<file path="src/include/gcrc_consts.svh">
// Register indices, field positions, codes and reset values of the
// checksum engine. Assumes it is included by its bare name.
`ifndef GCRC_CONSTS_SVH
`define GCRC_CONSTS_SVH

// Register indices; the APB byte address is four times the index.
`define GCRC_IDX_BREV    10'h096
`define GCRC_IDX_AUX     10'h0a2
`define GCRC_IDX_DATA    10'h0b6
`define GCRC_IDX_IAB     10'h0e4
`define GCRC_IDX_MODE    10'h0e5
`define GCRC_IDX_FAH     10'h0e6
`define GCRC_IDX_FAL     10'h0e7
`define GCRC_IDX_CMD     10'h0e8
`define GCRC_IDX_STAT    10'h0e9

// Field positions in the auxiliary control register.
`define GCRC_AUX_SEL_HI  5
`define GCRC_AUX_SEL_LO  4
`define GCRC_AUX_DPS     0

// Data port selector settings.
`define GCRC_SEL_SEED_LO 2'h0
`define GCRC_SEL_SEED_HI 2'h1
`define GCRC_SEL_RSVD    2'h2
`define GCRC_SEL_INPUT   2'h3

// Flash mode codes.
`define GCRC_MS_STANDBY  8'h00
`define GCRC_MS_READ     8'h01
`define GCRC_MS_PROG     8'h02
`define GCRC_MS_ERASE    8'h03
`define GCRC_MS_PWR      8'h04
`define GCRC_MS_PRD      8'h05
`define GCRC_MS_AUTO_CRC 8'h80
`define GCRC_MS_READ_INC 8'h81
`define GCRC_MS_PROG_INC 8'h82

// Checksum, unlock, flash run end and queue constants.
`define GCRC_POLY        16'h1021
`define GCRC_UNLOCK_A    8'h46
`define GCRC_UNLOCK_B    8'hb9
`define GCRC_BYTE_BITS   4'h8
`define GCRC_END_LOW     9'h1ff
`define GCRC_RST_BYTE    8'h00
`define GCRC_FIFO_WIDTH  8
`define GCRC_FIFO_DEPTH  8

`endif

</file>
<file path="src/include/gcrc_pkg.sv">
// Types used by the checksum engine; its byte queue declares its own.
// Assumes nothing beyond a SystemVerilog compiler.
package gcrc_pkg;

  // Register selected by an APB address.
  typedef enum logic [3:0] {
    REG_NONE, REG_BREV, REG_AUX, REG_DATA, REG_IAB,
    REG_MODE, REG_FAH, REG_FAL, REG_CMD, REG_STAT
  } gcrc_reg_e;

  // Flash auto-read sequencer state.
  typedef enum logic {AR_IDLE, AR_RUN} gcrc_ar_e;

  // Decoded flash mode.
  typedef enum logic [3:0] {
    M_STANDBY, M_READ, M_PROG, M_ERASE, M_PWR, M_PRD,
    M_AUTO_CRC, M_READ_INC, M_PROG_INC, M_RSVD
  } gcrc_mode_e;

  // Whole state of the engine outside its byte queue.
  typedef struct packed {
    logic [7:0]  brev;
    logic [1:0]  sel;
    logic        data_pointer_select;
    logic [7:0]  mode;
    logic [7:0]  fah;
    logic [7:0]  fal;
    logic [6:0]  iab;
    logic        armed;
    gcrc_ar_e    ar;
    logic [15:0] addr;
    logic [15:0] crc;
    logic [7:0]  sh;
    logic [3:0]  bcnt;
    logic        idle_q;
    logic [31:0] prdata;
  } gcrc_state_s;

endpackage

</file>
<file path="src/verilog/gcrc_fifo.sv">
// Byte queue in front of the checksum shifter.
// Assumes one clock and an asynchronous active-low reset.
`timescale 1ns/100ps
`default_nettype none

module gcrc_fifo #(
  parameter int WIDTH = 8,
  parameter int DEPTH = 8
) (
  input  wire logic             clk,       // System clock.
  input  wire logic             rst_n,     // Asynchronous reset, low.
  input  wire logic             in_valid,  // Writer offers a word.
  output logic                  in_ready,  // Room for a word.
  input  wire logic [WIDTH-1:0] in_data,   // Word offered.
  output logic                  out_valid, // A word is waiting.
  input  wire logic             out_ready, // Reader takes the word.
  output logic      [WIDTH-1:0] out_data   // Oldest word.
);

  localparam int AW = $clog2(DEPTH);

  typedef struct packed {
    logic [AW-1:0] wr;
    logic [AW-1:0] rd;
    logic [AW:0]   cnt;
  } gcrc_fifo_s;

  gcrc_fifo_s       s;
  gcrc_fifo_s       next_s;
  logic [WIDTH-1:0] mem [DEPTH];
  logic             push;
  logic             pop;

  ////////////////////////////////////////////////////////////////////////
  // Pointers wrap at DEPTH, so any depth works, not only powers of two.
  always_comb begin
    in_ready  = s.cnt != (AW+1)'(DEPTH);
    out_valid = s.cnt != '0;
    out_data  = mem[s.rd];
    push      = in_valid && in_ready;
    pop       = out_valid && out_ready;
    next_s    = s;
    if (push) begin
      next_s.wr = (s.wr == AW'(DEPTH - 1)) ? '0 : s.wr + 1'b1;
    end
    if (pop) begin
      next_s.rd = (s.rd == AW'(DEPTH - 1)) ? '0 : s.rd + 1'b1;
    end
    next_s.cnt = s.cnt + (AW+1)'(push) - (AW+1)'(pop);
  end

  // Storage needs no reset; the count guards every read.
  always_ff @(posedge clk) begin
    if (push) begin
      mem[s.wr] <= in_data;
    end
  end

  // Pointer and count registers.
  always_ff @(posedge clk or negedge rst_n) begin
    if (!rst_n) begin
      s <= '0;
    end else begin
      s <= next_s;
    end
  end

endmodule

`default_nettype wire

</file>
<file path="src/verilog/gcrc_engine.sv">
// CRC-16 engine with seed, multiplexed data port, flash auto-read
// feed and bit-order reversal, reached as an APB3 slave.
// Assumes one clock, APB signals synchronous to it, and a flash
// reader that answers each address request with one byte.
//
// Chosen here: the APB slave port.
`timescale 1ns/100ps
`default_nettype none
`include "gcrc_consts.svh"

module gcrc_engine (
  input  wire logic        pclk,            // System clock, 200 MHz.
  input  wire logic        presetn,         // Async reset, active low.
  input  wire logic        psel,            // APB select.
  input  wire logic        penable,         // APB access phase.
  input  wire logic        pwrite,          // APB write when high.
  input  wire logic [11:0] paddr,           // APB byte address.
  input  wire logic [31:0] pwdata,          // APB write data.
  output logic      [31:0] prdata,          // APB read data.
  output logic             pready,          // APB ready.
  output logic             pslverr,         // APB error, unmapped.
  output logic             flash_rd_req,    // Flash byte wanted.
  output logic      [15:0] flash_rd_addr,   // Flash byte address.
  input  wire logic        flash_rd_valid,  // Flash byte present.
  input  wire logic [7:0]  flash_rd_data,   // Flash byte.
  output logic             flash_rd_ready,  // Flash byte taken.
  output logic      [7:0]  flash_mode_code, // Mode register value.
  output logic             checksum_busy    // Engine not idle.
);

  gcrc_pkg::gcrc_state_s s;
  gcrc_pkg::gcrc_state_s next_s;
  gcrc_pkg::gcrc_reg_e   rid;
  logic [7:0]            brev_rd;
  logic [31:0]           rd;
  logic                  idle;
  logic                  done;
  logic                  cpu_in;
  logic                  fb;
  logic                  f_valid;
  logic                  f_ready;
  logic [7:0]            f_data;
  logic                  q_valid;
  logic                  q_ready;
  logic [7:0]            q_data;
  logic                  pop;
  logic [15:0]           end_addr;

  ////////////////////////////////////////////////////////////////////////
  // Address decode, shared by the bus logic and the checks.
  function automatic gcrc_pkg::gcrc_reg_e reg_of(input logic [11:0] a);
    case (a[11:2])
      `GCRC_IDX_BREV: reg_of = gcrc_pkg::REG_BREV;
      `GCRC_IDX_AUX:  reg_of = gcrc_pkg::REG_AUX;
      `GCRC_IDX_DATA: reg_of = gcrc_pkg::REG_DATA;
      `GCRC_IDX_IAB:  reg_of = gcrc_pkg::REG_IAB;
      `GCRC_IDX_MODE: reg_of = gcrc_pkg::REG_MODE;
      `GCRC_IDX_FAH:  reg_of = gcrc_pkg::REG_FAH;
      `GCRC_IDX_FAL:  reg_of = gcrc_pkg::REG_FAL;
      `GCRC_IDX_CMD:  reg_of = gcrc_pkg::REG_CMD;
      `GCRC_IDX_STAT: reg_of = gcrc_pkg::REG_STAT;
      default:        reg_of = gcrc_pkg::REG_NONE;
    endcase
  endfunction

  // Flash mode decode, used by the trigger and the status register.
  function automatic gcrc_pkg::gcrc_mode_e mode_of(input logic [7:0] m);
    case (m)
      `GCRC_MS_STANDBY:  mode_of = gcrc_pkg::M_STANDBY;
      `GCRC_MS_READ:     mode_of = gcrc_pkg::M_READ;
      `GCRC_MS_PROG:     mode_of = gcrc_pkg::M_PROG;
      `GCRC_MS_ERASE:    mode_of = gcrc_pkg::M_ERASE;
      `GCRC_MS_PWR:      mode_of = gcrc_pkg::M_PWR;
      `GCRC_MS_PRD:      mode_of = gcrc_pkg::M_PRD;
      `GCRC_MS_AUTO_CRC: mode_of = gcrc_pkg::M_AUTO_CRC;
      `GCRC_MS_READ_INC: mode_of = gcrc_pkg::M_READ_INC;
      `GCRC_MS_PROG_INC: mode_of = gcrc_pkg::M_PROG_INC;
      default:           mode_of = gcrc_pkg::M_RSVD;
    endcase
  endfunction

  ////////////////////////////////////////////////////////////////////////
  // The reversal register stores the byte as written and mirrors it on
  // the way out.
  for (genvar i = 0; i < 8; i++) begin : g_rev
    assign brev_rd[i] = s.brev[7-i];
  end

  ////////////////////////////////////////////////////////////////////////
  // Every input byte, from software or flash, passes through the queue so
  // that a slow shifter pushes back on both sources.
  gcrc_fifo #(
    .WIDTH (`GCRC_FIFO_WIDTH),
    .DEPTH (`GCRC_FIFO_DEPTH)
  ) u_queue (
    .clk       (pclk),
    .rst_n     (presetn),
    .in_valid  (f_valid),
    .in_ready  (f_ready),
    .in_data   (f_data),
    .out_valid (q_valid),
    .out_ready (q_ready),
    .out_data  (q_data)
  );

  ////////////////////////////////////////////////////////////////////////
  // Bus handshake, queue feed, shifter, sequencer and register writes.
  always_comb begin
    next_s   = s;
    rid      = reg_of(paddr);
    end_addr = {s.iab, `GCRC_END_LOW};
    idle     = (s.bcnt == 4'h0) && !q_valid &&
               (s.ar == gcrc_pkg::AR_IDLE);
    cpu_in   = (rid == gcrc_pkg::REG_DATA) && pwrite &&
               (s.sel == `GCRC_SEL_INPUT);

    // Input writes wait for queue room and for the end of a flash run;
    // seed and result accesses wait until all queued bytes are folded
    // in, so a read never sees a half-updated checksum.
    pready = 1'b1;
    if (cpu_in) begin
      pready = f_ready && (s.ar == gcrc_pkg::AR_IDLE);
    end else if (rid == gcrc_pkg::REG_DATA && !s.sel[1]) begin
      pready = idle && s.idle_q;
    end
    done    = psel && penable && pready;
    pslverr = done && (rid == gcrc_pkg::REG_NONE);

    // Queue source: the flash reader while a run is active.
    flash_rd_req   = s.ar == gcrc_pkg::AR_RUN;
    flash_rd_ready = flash_rd_req && f_ready;
    if (flash_rd_req) begin
      f_valid = flash_rd_valid;
      f_data  = flash_rd_data;
    end else begin
      f_valid = done && pwrite && cpu_in;
      f_data  = pwdata[7:0];
    end

    // The shifter takes a byte only when the previous one is done.
    q_ready = s.bcnt == 4'h0;
    pop     = q_valid && q_ready;
    fb      = s.crc[15] ^ s.sh[7];
    if (s.bcnt != 4'h0) begin
      next_s.crc  = {s.crc[14:0], 1'b0} ^
                    (fb ? `GCRC_POLY : 16'h0000);
      next_s.sh   = {s.sh[6:0], 1'b0};
      next_s.bcnt = s.bcnt - 4'h1;
    end
    if (pop) begin
      next_s.sh   = q_data;
      next_s.bcnt = `GCRC_BYTE_BITS;
    end

    // Flash run walks up one address per accepted byte.
    if (flash_rd_ready && flash_rd_valid) begin
      if (s.addr == end_addr) begin
        next_s.ar = gcrc_pkg::AR_IDLE;
      end else begin
        next_s.addr = s.addr + 16'h0001;
      end
    end

    // Register writes take effect at the completing edge only.
    if (done && pwrite) begin
      case (rid)
        gcrc_pkg::REG_BREV: next_s.brev = pwdata[7:0];
        gcrc_pkg::REG_AUX: begin
          next_s.sel =
            pwdata[`GCRC_AUX_SEL_HI:`GCRC_AUX_SEL_LO];
          next_s.data_pointer_select = pwdata[`GCRC_AUX_DPS];
        end
        gcrc_pkg::REG_DATA: begin
          if (s.sel == `GCRC_SEL_SEED_LO) begin
            next_s.crc[7:0] = pwdata[7:0];
          end else if (s.sel == `GCRC_SEL_SEED_HI) begin
            next_s.crc[15:8] = pwdata[7:0];
          end
        end
        gcrc_pkg::REG_IAB:  next_s.iab = pwdata[6:0];
        gcrc_pkg::REG_MODE: next_s.mode = pwdata[7:0];
        gcrc_pkg::REG_FAH:  next_s.fah = pwdata[7:0];
        gcrc_pkg::REG_FAL:  next_s.fal = pwdata[7:0];
        gcrc_pkg::REG_CMD: begin
          // Any byte other than the first key disarms the sequence.
          next_s.armed = pwdata[7:0] == `GCRC_UNLOCK_A;
          if (s.armed && pwdata[7:0] == `GCRC_UNLOCK_B &&
              mode_of(s.mode) == gcrc_pkg::M_AUTO_CRC &&
              s.ar == gcrc_pkg::AR_IDLE) begin
            next_s.ar   = gcrc_pkg::AR_RUN;
            next_s.addr = {s.fah, s.fal};
          end
        end
        default: ;
      endcase
    end

    // Read data is formed every cycle from the current address and registered on each edge.
    rd = 32'h0000_0000;
    case (rid)
      gcrc_pkg::REG_BREV: rd[7:0] = brev_rd;
      gcrc_pkg::REG_AUX: begin
        rd[`GCRC_AUX_SEL_HI:`GCRC_AUX_SEL_LO] = s.sel;
        rd[`GCRC_AUX_DPS] = s.data_pointer_select;
      end
      gcrc_pkg::REG_DATA: begin
        if (s.sel == `GCRC_SEL_SEED_LO) begin
          rd[7:0] = s.crc[7:0];
        end else if (s.sel == `GCRC_SEL_SEED_HI) begin
          rd[7:0] = s.crc[15:8];
        end
      end
      gcrc_pkg::REG_IAB:  rd[6:0] = s.iab;
      gcrc_pkg::REG_MODE: rd[7:0] = s.mode;
      gcrc_pkg::REG_FAH:  rd[7:0] = s.fah;
      gcrc_pkg::REG_FAL:  rd[7:0] = s.fal;
      gcrc_pkg::REG_STAT: begin
        rd[0]   = !idle;
        rd[1]   = s.ar == gcrc_pkg::AR_RUN;
        rd[2]   = s.armed;
        rd[7:4] = mode_of(s.mode);
      end
      default: ;
    endcase
    next_s.prdata = rd;
    next_s.idle_q = idle;
  end

  // Outputs straight from the state register.
  assign prdata          = s.prdata;
  assign flash_rd_addr   = s.addr;
  assign flash_mode_code = s.mode;
  assign checksum_busy   = !s.idle_q;

  // State register; every field resets to zero.
  always_ff @(posedge pclk or negedge presetn) begin
    if (!presetn) begin
      s <= '0;
    end else begin
      s <= next_s;
    end
  end

  logic wr_done;
  logic rd_done;
  logic busy;
  assign wr_done = done && pwrite;
  assign rd_done = done && !pwrite;
  assign busy    = s.bcnt != 4'h0;
endmodule

`default_nettype wire

</file>
<file path="config.mk">
export PLATFORM = sky130hd
export DESIGN_NAME = gcrc_engine
export DESIGN_NICKNAME = d
export VERILOG_FILES = /design/src/include/gcrc_pkg.sv /design/src/verilog/gcrc_fifo.sv /design/src/verilog/gcrc_engine.sv
export VERILOG_INCLUDE_DIRS = /design/src /design/src/include
export SDC_FILE = /design/constraint.sdc
export NUM_CORES = 1
export LEC_CHECK = 0
export BUFFER_PORTS_ARGS = -buffer_cell sky130_fd_sc_hd__buf_2
export CAP_MARGIN = 40
export CORE_AREA = 2 2 143 145
export DETAILED_ROUTE_END_ITERATION = 7
export DIE_AREA = 0 0 145 147
export HOLD_SLACK_MARGIN = 0.12
export MAX_ROUTING_LAYER = met4
export PLACE_DENSITY = 0.66
export SLEW_MARGIN = 5
export SYNTH_ARGS = -nofsm -noshare
export SYNTH_HDL_FRONTEND = slang
export SYNTH_HIERARCHICAL = 1
export SYNTH_SLANG_ARGS = --single-unit
</file>
<file path="constraint.sdc">
create_clock -name pclk -period 3.6 [get_ports pclk]
set_input_delay 0.72 -clock pclk [delete_from_list [all_inputs] [get_ports pclk]]
set_output_delay 0.72 -clock pclk [all_outputs]
set_load 0.1 [all_outputs]
</file>
### Word-level counts from Yosys, hierarchy flattened

Memory sizes are Yosys's and may differ from the RTL's.
Index checks and enable logic that the tools add are counted.

* memories: 1
* output and inout bits: 61
* flip-flop bits (word level): 107
* bits in writable memories: 64
* input bits: 58
* word-level logic and storage cells: 133

Memory list
* u_queue.mem: words 8, bits a word 8, rd ports 1, clocked after Yosys merged registers in 0, wr ports 1, line gcrc_fifo.sv:30 `logic [WIDTH-1:0] mem [DEPTH];`

* add/sub/neg operators: 6
* bitwise operators: 3
* reduce and logical (&&, ||, !) cells: 37
* equal/unequal tests: 35
* muxes and demuxes: 33

Operator list (count)
* 10-bit by 8-bit == test with 1-bit output, second input constant: 9
* 4-bit case mux with 9 select lines: 2
* 17-bit 2-to-1 mux: 3
* 8-bit 2-to-1 mux: 6
* 33-bit 2-to-1 mux: 1
* 8-bit == test, second input constant: 4
* 16-bit 2-to-1 mux: 2
* 28-bit 2-to-1 mux: 1
* 4-bit by 3-bit == test with 1-bit output, second input constant: 5
* 1-bit logical AND: 19
* 16-bit by 1-bit adder with 16-bit output, second input constant: 1
* 16-bit == test: 1
* 8-bit by 2-bit == test with 1-bit output, second input constant: 2
* 8-bit by 3-bit == test with 1-bit output, second input constant: 2
* 2-bit case mux with 8 select lines: 1
* 16-bit by 13-bit bitwise XOR with 16-bit output: 1
* 2-bit case mux with 7 select lines: 1
* 2-bit AND reduction: 7
* 13-bit 2-to-1 mux: 1
* 12-bit 2-to-1 mux: 1
* 1-bit case mux with 6 select lines: 2
* 4-bit by 2-bit == test with 1-bit output, second input constant: 2
* 4-bit == test, second input constant: 2
* 8-bit by 1-bit == test with 1-bit output, second input constant: 1
* other kinds (23): 37

### Longest topological paths before layout

Gate-level depths: netlist (run 1).

* depth after elaboration: 16
* mapped depth: 16
* depth with buffers taken out: 15

### Cells and area by module

The synthesis (run 1) kept the hierarchy.

By module, submodules not included
* gcrc_engine: cells an instance 556, seq. area each 2427.3 sq um, times used 1, area an instance 5675.4 sq um
* gcrc_fifo: cells an instance 150, seq. area each 2172.1 sq um, times used 1, area an instance 3098.0 sq um

### Worst setup path after synthesis (run 1)

Ideal clock, no wire load.

* path type: input-to-output
* from: input port paddr[3]
* to: output port pslverr
* buffers on the path: 1
* stages on the path: 4
* setup slack: -1284 ps
* data arrival time: 4164 ps
* data required time: 2880 ps
* path through: buf_6 -> and4bb_4 -> and3_1 -> nor4_1

* word-level cells in the longest chain between the ends: 8
* elaborated cells on any way between the ends: 19
* classes of those cells: eq/ne: 10; mux: 3; reduce/logical: 6

RTL lines
* from (decl): line gcrc_engine.sv:17 `input wire logic [11:0] paddr,`
* 10-bit by 8-bit == test with 1-bit output: line gcrc_engine.sv:52 `case (a[11:2])`
* 4-bit case mux with 9 select lines *: line gcrc_engine.sv:52
* 4-bit by 2-bit == test with 1-bit output: line gcrc_engine.sv:114, gcrc_engine.sv:123
* 1-bit logical AND, on equally long branches: line gcrc_engine.sv:123, gcrc_engine.sv:114
* 1-bit 2-to-1 mux / 1-bit logical AND (equally long branches): line gcrc_engine.sv:123, gcrc_engine.sv:114
* 1-bit 2-to-1 mux: line gcrc_engine.sv:121 `if (cpu_in) begin`
* 1-bit logical AND: line gcrc_engine.sv:126 `done = psel && penable && pready;`
* 1-bit logical AND *: line gcrc_engine.sv:127 `pslverr = done && (rid == gcrc_pkg::REG_NONE);`
* to (decl): line gcrc_engine.sv:21 `output logic pslverr,`

Mark *: on every way between the ends. The rest lies on a longest branch, timed or not.

### Worst setup path in the final report (run 1)

* from: register u_queue/s[2] (netlist bit)
* to: output port pready

* word-level cells in the longest chain between the ends: 7
* elaborated cells on any way between the ends: 9
* classes of those cells: eq/ne: 1; mux: 2; reduce/logical: 6

RTL lines
* from (decl): line gcrc_fifo.sv:28 `gcrc_fifo_s s;`
* from (signal assigned): line gcrc_fifo.sv:64 `s <= next_s;`
* 4-bit nonzero test: line gcrc_fifo.sv:38 `out_valid = s.cnt != '0;`
* via q_valid: line gcrc_engine.sv:43 `logic q_valid;`
* 1-bit zero test: line gcrc_engine.sv:112 `idle = (s.bcnt == 4'h0) && !q_valid &&`
* 1-bit logical AND (2 in a row): line gcrc_engine.sv:112
* 1-bit logical AND: line gcrc_engine.sv:124 `pready = idle && s.idle_q;`
* 1-bit 2-to-1 mux: line gcrc_engine.sv:123 `end else if (rid == gcrc_pkg::REG_DATA && !s.sel[1]) begin`
* 1-bit 2-to-1 mux: line gcrc_engine.sv:121
* to (decl): line gcrc_engine.sv:20 `output logic pready,`

The timed path passes the listed nets, and every way through them passes these cells.

==> out/results.ini, run 1 <==
[power]
ir_worst_vdd_uv = 351.4
p_leak_nw = 4.388
p_switching_mw = 1.441
pwr-share-comb = 0.146
powerDensity_nw_per_um2 = 498.4
intPower_mw = 3.440
seqPwrFrac = 0.468
switching_share = 0.2952
p_total_mw = 4.880
p_clk_frac = 0.386

[synthesis]
synth_seq_cells = 171
synthArstFlopShare = 0.6257
yosys.area_share.simple = 0.1178
synth_ff_type = dfrtp_1
synth_cell_type_count = 66
netlist_instances = 706
ys_warn_count = 6
syn_area_um2 = 8773
synthMuxAreaShare = 0.1766
synth_top_family_by_area = multiplexers
synthAdderAreaFrac = 0.02082
syn_avg_cell_area_um2 = 12.43
synth_compound_area_frac = 0.05676
yosysSeqAreaShare = 0.5242
synth_xor_area_frac = 0.02596
synth_edf_count = 64

[timing]
fin_setup_tns_ns = 0
setup_violations = 0
rsz0062_at_grt = no
hold_viol_final = 0
fmax_mhz = 303.1
period_share = 0.9166
slew-limit-headroom = 0.4198
slew_viol_final = 0
worstMarginPinSlew_ns = 0.8670
period_minus_slack_ns = 3.300
fin_skew_ns = 0.008011

[grt]
grt_usage = 0.1985
grt_max_degree = 51
grt_pass1_wl_um = 31630
grt_pass1_vias = 5599
antenna_found_initial = 0
grt_overflow_total = 0

[worst_setup_path]
cp_data_required_time_ns = 2.88
worstSetupPathType = flip-flop to output port
r2r_end = u_queue/s[2]$_DFF_PN0_
crit_path_max_fanout = 3
crit_arrival_ns = 2.58
start_kind = flip-flop
end_kind = output port
regToRegStartpoint = u_queue/s[2]$_DFF_PN0_
reg2regPathDepth = 14
rrSetupSlack_ns = 0.32

[clocking]
cts_tree = yes
clk_pin_slew_ns = 0.08
htree_levels = 4
cts.path.max_buffers = 2
ctsHoldBuffers = 0
insertion_delay_ns = 0.44
cts_buffers = 17
cts.sinks = 171
root_buffer = clkbuf_16
cts_setup_buffers = 0
post_cts_resize_count = 0

[finish]
areaGrowthSynthToFinish_pct = 11.61
drive_above_1_share = 0.2997
diodes = 0
layout.nets = 823

[floorplanning]
die_x_um = 145
std_cell_rows = 52
die_h_um = 147
io_pins = 119
die_area_um2 = 21320
coreArea_um2 = 19840
start_util = 0.4421

[place]
gp_congestion = 0.8495
post-dp-hpwl_um = 13820
portBuffers = 68

[routing]
drtPass1Iterations = 5
wl_um = 19810
wire_per_inst_um = 19.15
ant_nets = 0
routed-via-count = 5661
drtIter0Drc = 524
via_per_inst = 5.475
drc = 0

[worst_hold_path]
hp-class = input port to asynchronous set/reset pin

[job]
maxCapViolCount = 0

[status]
status = finished clean

## cells in the mapped netlist, drive strengths merged, types with 6 or more instances
library cell  instances  area share
nor2                 47       0.020
ha                   13       0.019
mux2                 74       0.098
and3                  7      0.0050
buf                  74       0.063
edfxtp               64        0.22
nor3                 12      0.0074
nor4                  8      0.0074
clkbuf               17      0.0074
nand4b                6      0.0074
o21ai                21       0.012
nand2b                6      0.0043
nand3                16      0.0091
mux4                 22       0.060
nor2b                 6      0.0043
nand2                58       0.025
inv                  17      0.0073
nand4                 8      0.0064
xnor2                17       0.017
dfrtp               107        0.31
mux2i                16       0.018
a21oi                27       0.015
a22oi                 8      0.0068
xor2                  9      0.0090
## layer usage
metal	wire length, um	part of all wire	track usage	vias to the layer above
li1	-	-	-	2578
met5	0	0	-	-
met2	9181	0.46	0.3002	192
met4	463	0.023	0.06584	0
met1	9064	0.46	0.2709	2858
met3	1095	0.055	0.03944	33
## cell families after synthesis
kind of cell / after synthesis
AO/OA/AOI/OAI: 79
XOR/XNOR: 26
adder cells (fa/ha/maj): 14
buffers and inverters: 108
flip-flops: 171
multiplexers: 112
other: 1
AND/OR/NAND/NOR: 195
## area by class of cell
type | instances | area, um^2
clock inverter | 15 | 198.9
tap | 270 | 337.8
clock buffer | 17 | 425.4
fill | 1751 | 10050
timing repair buffer | 94 | 570.5
inverter | 17 | 63.81
sequential | 171 | 4599
multi-input combinational | 450 | 3596
## state kept, by name, indices dropped and copies added, names as in the netlist
name	count
flash_rd_addr	16
u_queue/mem	64
s	49
flash_mode_code	8
prdata	8
u_queue/s	10
end_addr	7
brev_rd	8
flash_rd_req	1
## worst max path at each step
| stage | start | to | slack (ns) | depth (start not counted) |
|---|---|---|---|---|
| after floorplan | u_queue/s[2]$_DFF_PN0_ | u_queue/mem[0][0]$_DFFE_PP_ | 0.38 | 11 |
| after global placement | paddr[8] | u_queue/s[2]$_DFF_PN0_ | 0.33 | 12 |
| after detailed placement | paddr[5] | u_queue/s[2]$_DFF_PN0_ | 0.33 | 12 |
| after CTS | u_queue/s[2]$_DFF_PN0_ | pready | 0.29 | 8 |
| after global routing | u_queue/s[2]$_DFF_PN0_ | u_queue/s[2]$_DFF_PN0_ | 0.11 | 14 |
| final | u_queue/s[2]$_DFF_PN0_ | pready | 0.30 | 8 |
## layout by cell type (no fill, tap or decap), types with 3 or more instances in the layout
cell type	count
dfrtp_1	107
buf_2	67
mux2_2	66
edfxtp_1	64
nand2_1	56
nor2_1	47
a21oi_1	27
buf_4	25
conb_1	24
o21ai_0	21
xnor2_1	17
inv_1	17
clkbuf_16	17
nand3_1	16
mux2i_1	16
mux4_2	14
ha_1	13
nor3_1	11
xor2_1	9
a22oi_1	8
mux4_1	8
mux2_4	8
nand4_1	7
and3_1	7
nor2b_1	6
nor4_1	6
nand2b_1	6
inv_8	6
nand4b_1	4
clkinv_8	4
a22o_1	3
o211ai_1	3
inv_12	3
## stage by stage
stage	instances	instance area (um^2)	utilization	hold slack [ns]	worst slack, ns
finish	1034	9792	0.4934	0.3107	0.3002
global route	1034	9792	0.4934	0.3735	0.1068
CTS	1034	9792	0.4934	0.3394	0.2939
detailed placement	1002	9168	0.4620	0.4760	0.3254
global placement	1001	9140	0.4606	0.4666	0.3314
floorplan	729	8875	-	0.4244	0.3821
## power by group through the flow
stage	Sequential [mW]	Clock, mW	Combinational [mW]
floorplan	2.26	0	0.612
global placement	2.35	0	0.652
detailed placement	2.32	0	0.719
CTS	2.28	1.91	0.722
global route	2.30	1.98	0.783
finish	2.28	1.88	0.713
## critical path: stages (launching register included)
cell and delay (ns):
dfrtp_1 0.36, inv_1 0.09, ha_1 0.16, or3b_2 0.46, nor2b_1 0.17, a41oi_1 0.13
nor2_1 0.18, or2_2 0.17, buf_2 0.43
Note: power is estimated with default switching activity, not from simulation.
==> inputs of run 2 (changes only) <==
--- a/config.mk
+++ b/config.mk
@@ -9,8 +9,10 @@
 export BUFFER_PORTS_ARGS = -buffer_cell sky130_fd_sc_hd__buf_2
 export CAP_MARGIN = 40
 export CORE_AREA = 2 2 143 145
+export CTS_CLUSTER_DIAMETER = 150
 export DETAILED_ROUTE_END_ITERATION = 7
 export DIE_AREA = 0 0 145 147
+export GPL_TIMING_DRIVEN = 0
 export HOLD_SLACK_MARGIN = 0.12
 export MAX_ROUTING_LAYER = met4
 export PLACE_DENSITY = 0.66
==> constraint.sdc (replaced) <==
create_clock -name pclk -period 3.23 [get_ports pclk]
set_input_delay 0.646 -clock pclk [delete_from_list [all_inputs] [get_ports pclk]]
set_output_delay 0.646 -clock pclk [all_outputs]
set_load 0.1 [all_outputs]
==> out/results.ini, run 2 (synthesis gave the netlist of run 1 again) <==
[status]
status = finished clean  ; unchanged

[routing]
wire_per_inst_um = 18.78  ; was 19.15 um
wl_met1_um = 9493  ; was 9064 um
met3_length_um = 984  ; was 1095 um
via_per_inst = 5.322  ; was 5.475
drc = 0  ; unchanged
ant_nets = 0  ; unchanged
routed-via-count = 5849  ; was 5661
wl_met2_um = 9906  ; was 9181 um
drtPass1Iterations = 5  ; unchanged
wl_um = 20640  ; was 19810 um
drtIter0Drc = 421  ; was 524
top_layer = met4  ; unchanged

[power]
powerDensity_nw_per_um2 = 533.0  ; was 498.4 nW/um^2
ir_worst_vdd_uv = 437.5  ; was 351.4 uV
p_total_mw = 5.487  ; was 4.880 mW
p_leak_nw = 4.680  ; was 4.388 nW

[timing]
period_share = 0.9752
slew_viol_final = 0  ; unchanged
setup_violations = 0  ; unchanged
rsz0062_at_grt = yes  ; was no
hold_ws_ns = 0.1153  ; was 0.3107 ns
period_minus_slack_ns = 3.150
slew-limit-headroom = 0.3748  ; was 0.4198
hold_viol_final = 0  ; unchanged
fin_skew_ns = 0.01469  ; was 0.008011 ns
worstMarginPinSlew_ns = 0.9344  ; was 0.8670 ns
fmax_mhz = 317.5

[worst_setup_path]
end_kind = flip-flop  ; was output port
start_kind = flip-flop  ; unchanged
crit_path_max_fanout = 8  ; was 3
crit_start = u_queue/s[2]$_DFF_PN0_  ; unchanged
worstSetupPathType = flip-flop to flip-flop  ; was flip-flop to output port
cp_data_required_time_ns = 3.30  ; was 2.88 ns
regToRegStartpoint = u_queue/s[2]$_DFF_PN0_  ; unchanged
crit_arrival_ns = 3.22  ; was 2.58 ns

[floorplanning]
die_h_um = 147  ; unchanged
die_area_um2 = 21320  ; unchanged
coreArea_um2 = 19840  ; unchanged
start_util = 0.4421  ; unchanged
die_x_um = 145  ; unchanged
io_pins = 119  ; unchanged
std_cell_rows = 52  ; unchanged

[place]
portBuffers = 60  ; was 68
gp_congestion = 0.9257  ; was 0.8495
post-dp-hpwl_um = 14370  ; was 13820 um
place_area_um2 = 9588  ; was 9168 um^2

[clocking]
insertion_delay_ns = 0.44  ; about the same
cts_buffers = 17  ; unchanged
root_buffer = clkbuf_16  ; unchanged
cts_tree = yes  ; unchanged
cts.path.max_buffers = 2  ; unchanged
clk_pin_slew_ns = 0.08  ; about the same
ctsHoldBuffers = 0  ; unchanged
cts.sinks = 171  ; unchanged
htree_levels = 4  ; unchanged

[grt]
grt_overflow_total = 0  ; unchanged
grt_pass1_vias = 5824  ; was 5599
grt_pass1_wl_um = 32960  ; was 31630 um
grt_usage = 0.2079  ; was 0.1985
grt_max_degree = 64  ; was 51
antenna_found_initial = 0  ; unchanged

[finish]
final_common_cell = dfrtp_1  ; unchanged
fin_util = 0.5189  ; was 0.4934
fillers = 1739  ; was 1751
largest_reg_flops = 64  ; unchanged
areaGrowthSynthToFinish_pct = 17.36  ; was 11.61%
multiInputGateArea_um2 = 3657  ; was 3596 um^2
design_area_um2 = 10300  ; was 9792 um^2
layout_common_cells = dfrtp_1 (107), mux2_2 (66), buf_2 (64), edfxtp_1 (64), buf_4 (63)  ; was dfrtp_1 (107), buf_2 (67), mux2_2 (66), edfxtp_1 (64), nand2_1 (56)
diodes = 0  ; unchanged
drive_above_1_share = 0.3402  ; was 0.2997
layout.nets = 888  ; was 823
seqCellArea_um2 = 4599  ; unchanged
regMostFlops = u_queue/mem  ; unchanged

[job]
maxCapViolCount = 0  ; unchanged

[worst_hold_path]
hp-class = input port to asynchronous set/reset pin  ; unchanged

-- run 2: timing repair --
action                                  CTS  global route
endpoints found under the hold margin     0             0
pin swaps                                 2             2
endpoints found under the setup margin   68            42
resized for setup                         8             7
buffers inserted                          1             2
-- run 2: layout make-up --
type / count / area share
multi-input combinational: 450 / 0.3552
inverter: 17 / 0.006198
timing repair buffer: 69 / 0.03804
clock inverter: 15 / 0.01981
buffer: 90 / 0.05991
clock buffer: 17 / 0.04132
tap: 270 / 0.03281
sequential: 171 / 0.4467
-- run 2: report_power, final --
group	leakage, nW	total [mW]	switching [mW]	internal, mW
sequential	1.99	2.52	0.133	2.39
combinational	2.39	0.847	0.456	0.391
clock	0.304	2.12	1.05	1.07
-- run 2: final timing paths --
| path | endpoint | cells past startpoint | slack (ns) |
|---|---|---|---|
| setup reg to reg | u_queue/mem[3][4]$_DFFE_PP_ | 11 | 0.08 |
| max in group asynchronous | s[47]$_DFF_PN0_ | 2 | 2.43 |
| min in group pclk | s[42]$_DFFE_PN0P_ | 2 | 0.49 |
| setup / recovery | u_queue/mem[3][4]$_DFFE_PP_ | 11 | 0.08 |
| hold / removal | flash_rd_addr[12]$_DFF_PN0_ | 1 | 0.12 |
| hold reg to reg | s[42]$_DFFE_PN0P_ | 2 | 0.49 |
-- run 2: per-stage QoR --
step | cells | setup TNS (ns) | worst slack (ns)
floorplan | 729 | 0 | 0.01211
global placement | 1059 | -28.41 | -0.8678
detailed placement | 1065 | -14.56 | -0.4227
CTS | 1098 | 0 | 0.003547
global route | 1099 | -1.561 | -0.07984
finish | 1099 | 0 | 0.08008
-- run 2: worst max-delay path, cell delays in order (launching register included) --
cell	delay, ns
dfrtp_1	0.38
inv_2	0.07
ha_1	0.14
or3b_4	0.41
nor2b_4	0.13
a41oi_1	0.13
nor2_1	0.18
o21a_1	0.16
buf_6	0.11
a22o_4	0.13
nand3_1	0.16
nor2_1	0.77
-- run 2: per-layer routing --
layer	up-vias	track usage
met5	-	-
met4	0	0.05297
met3	18	0.03727
met2	176	0.3264
met1	2937	0.2827
li1	2718	-
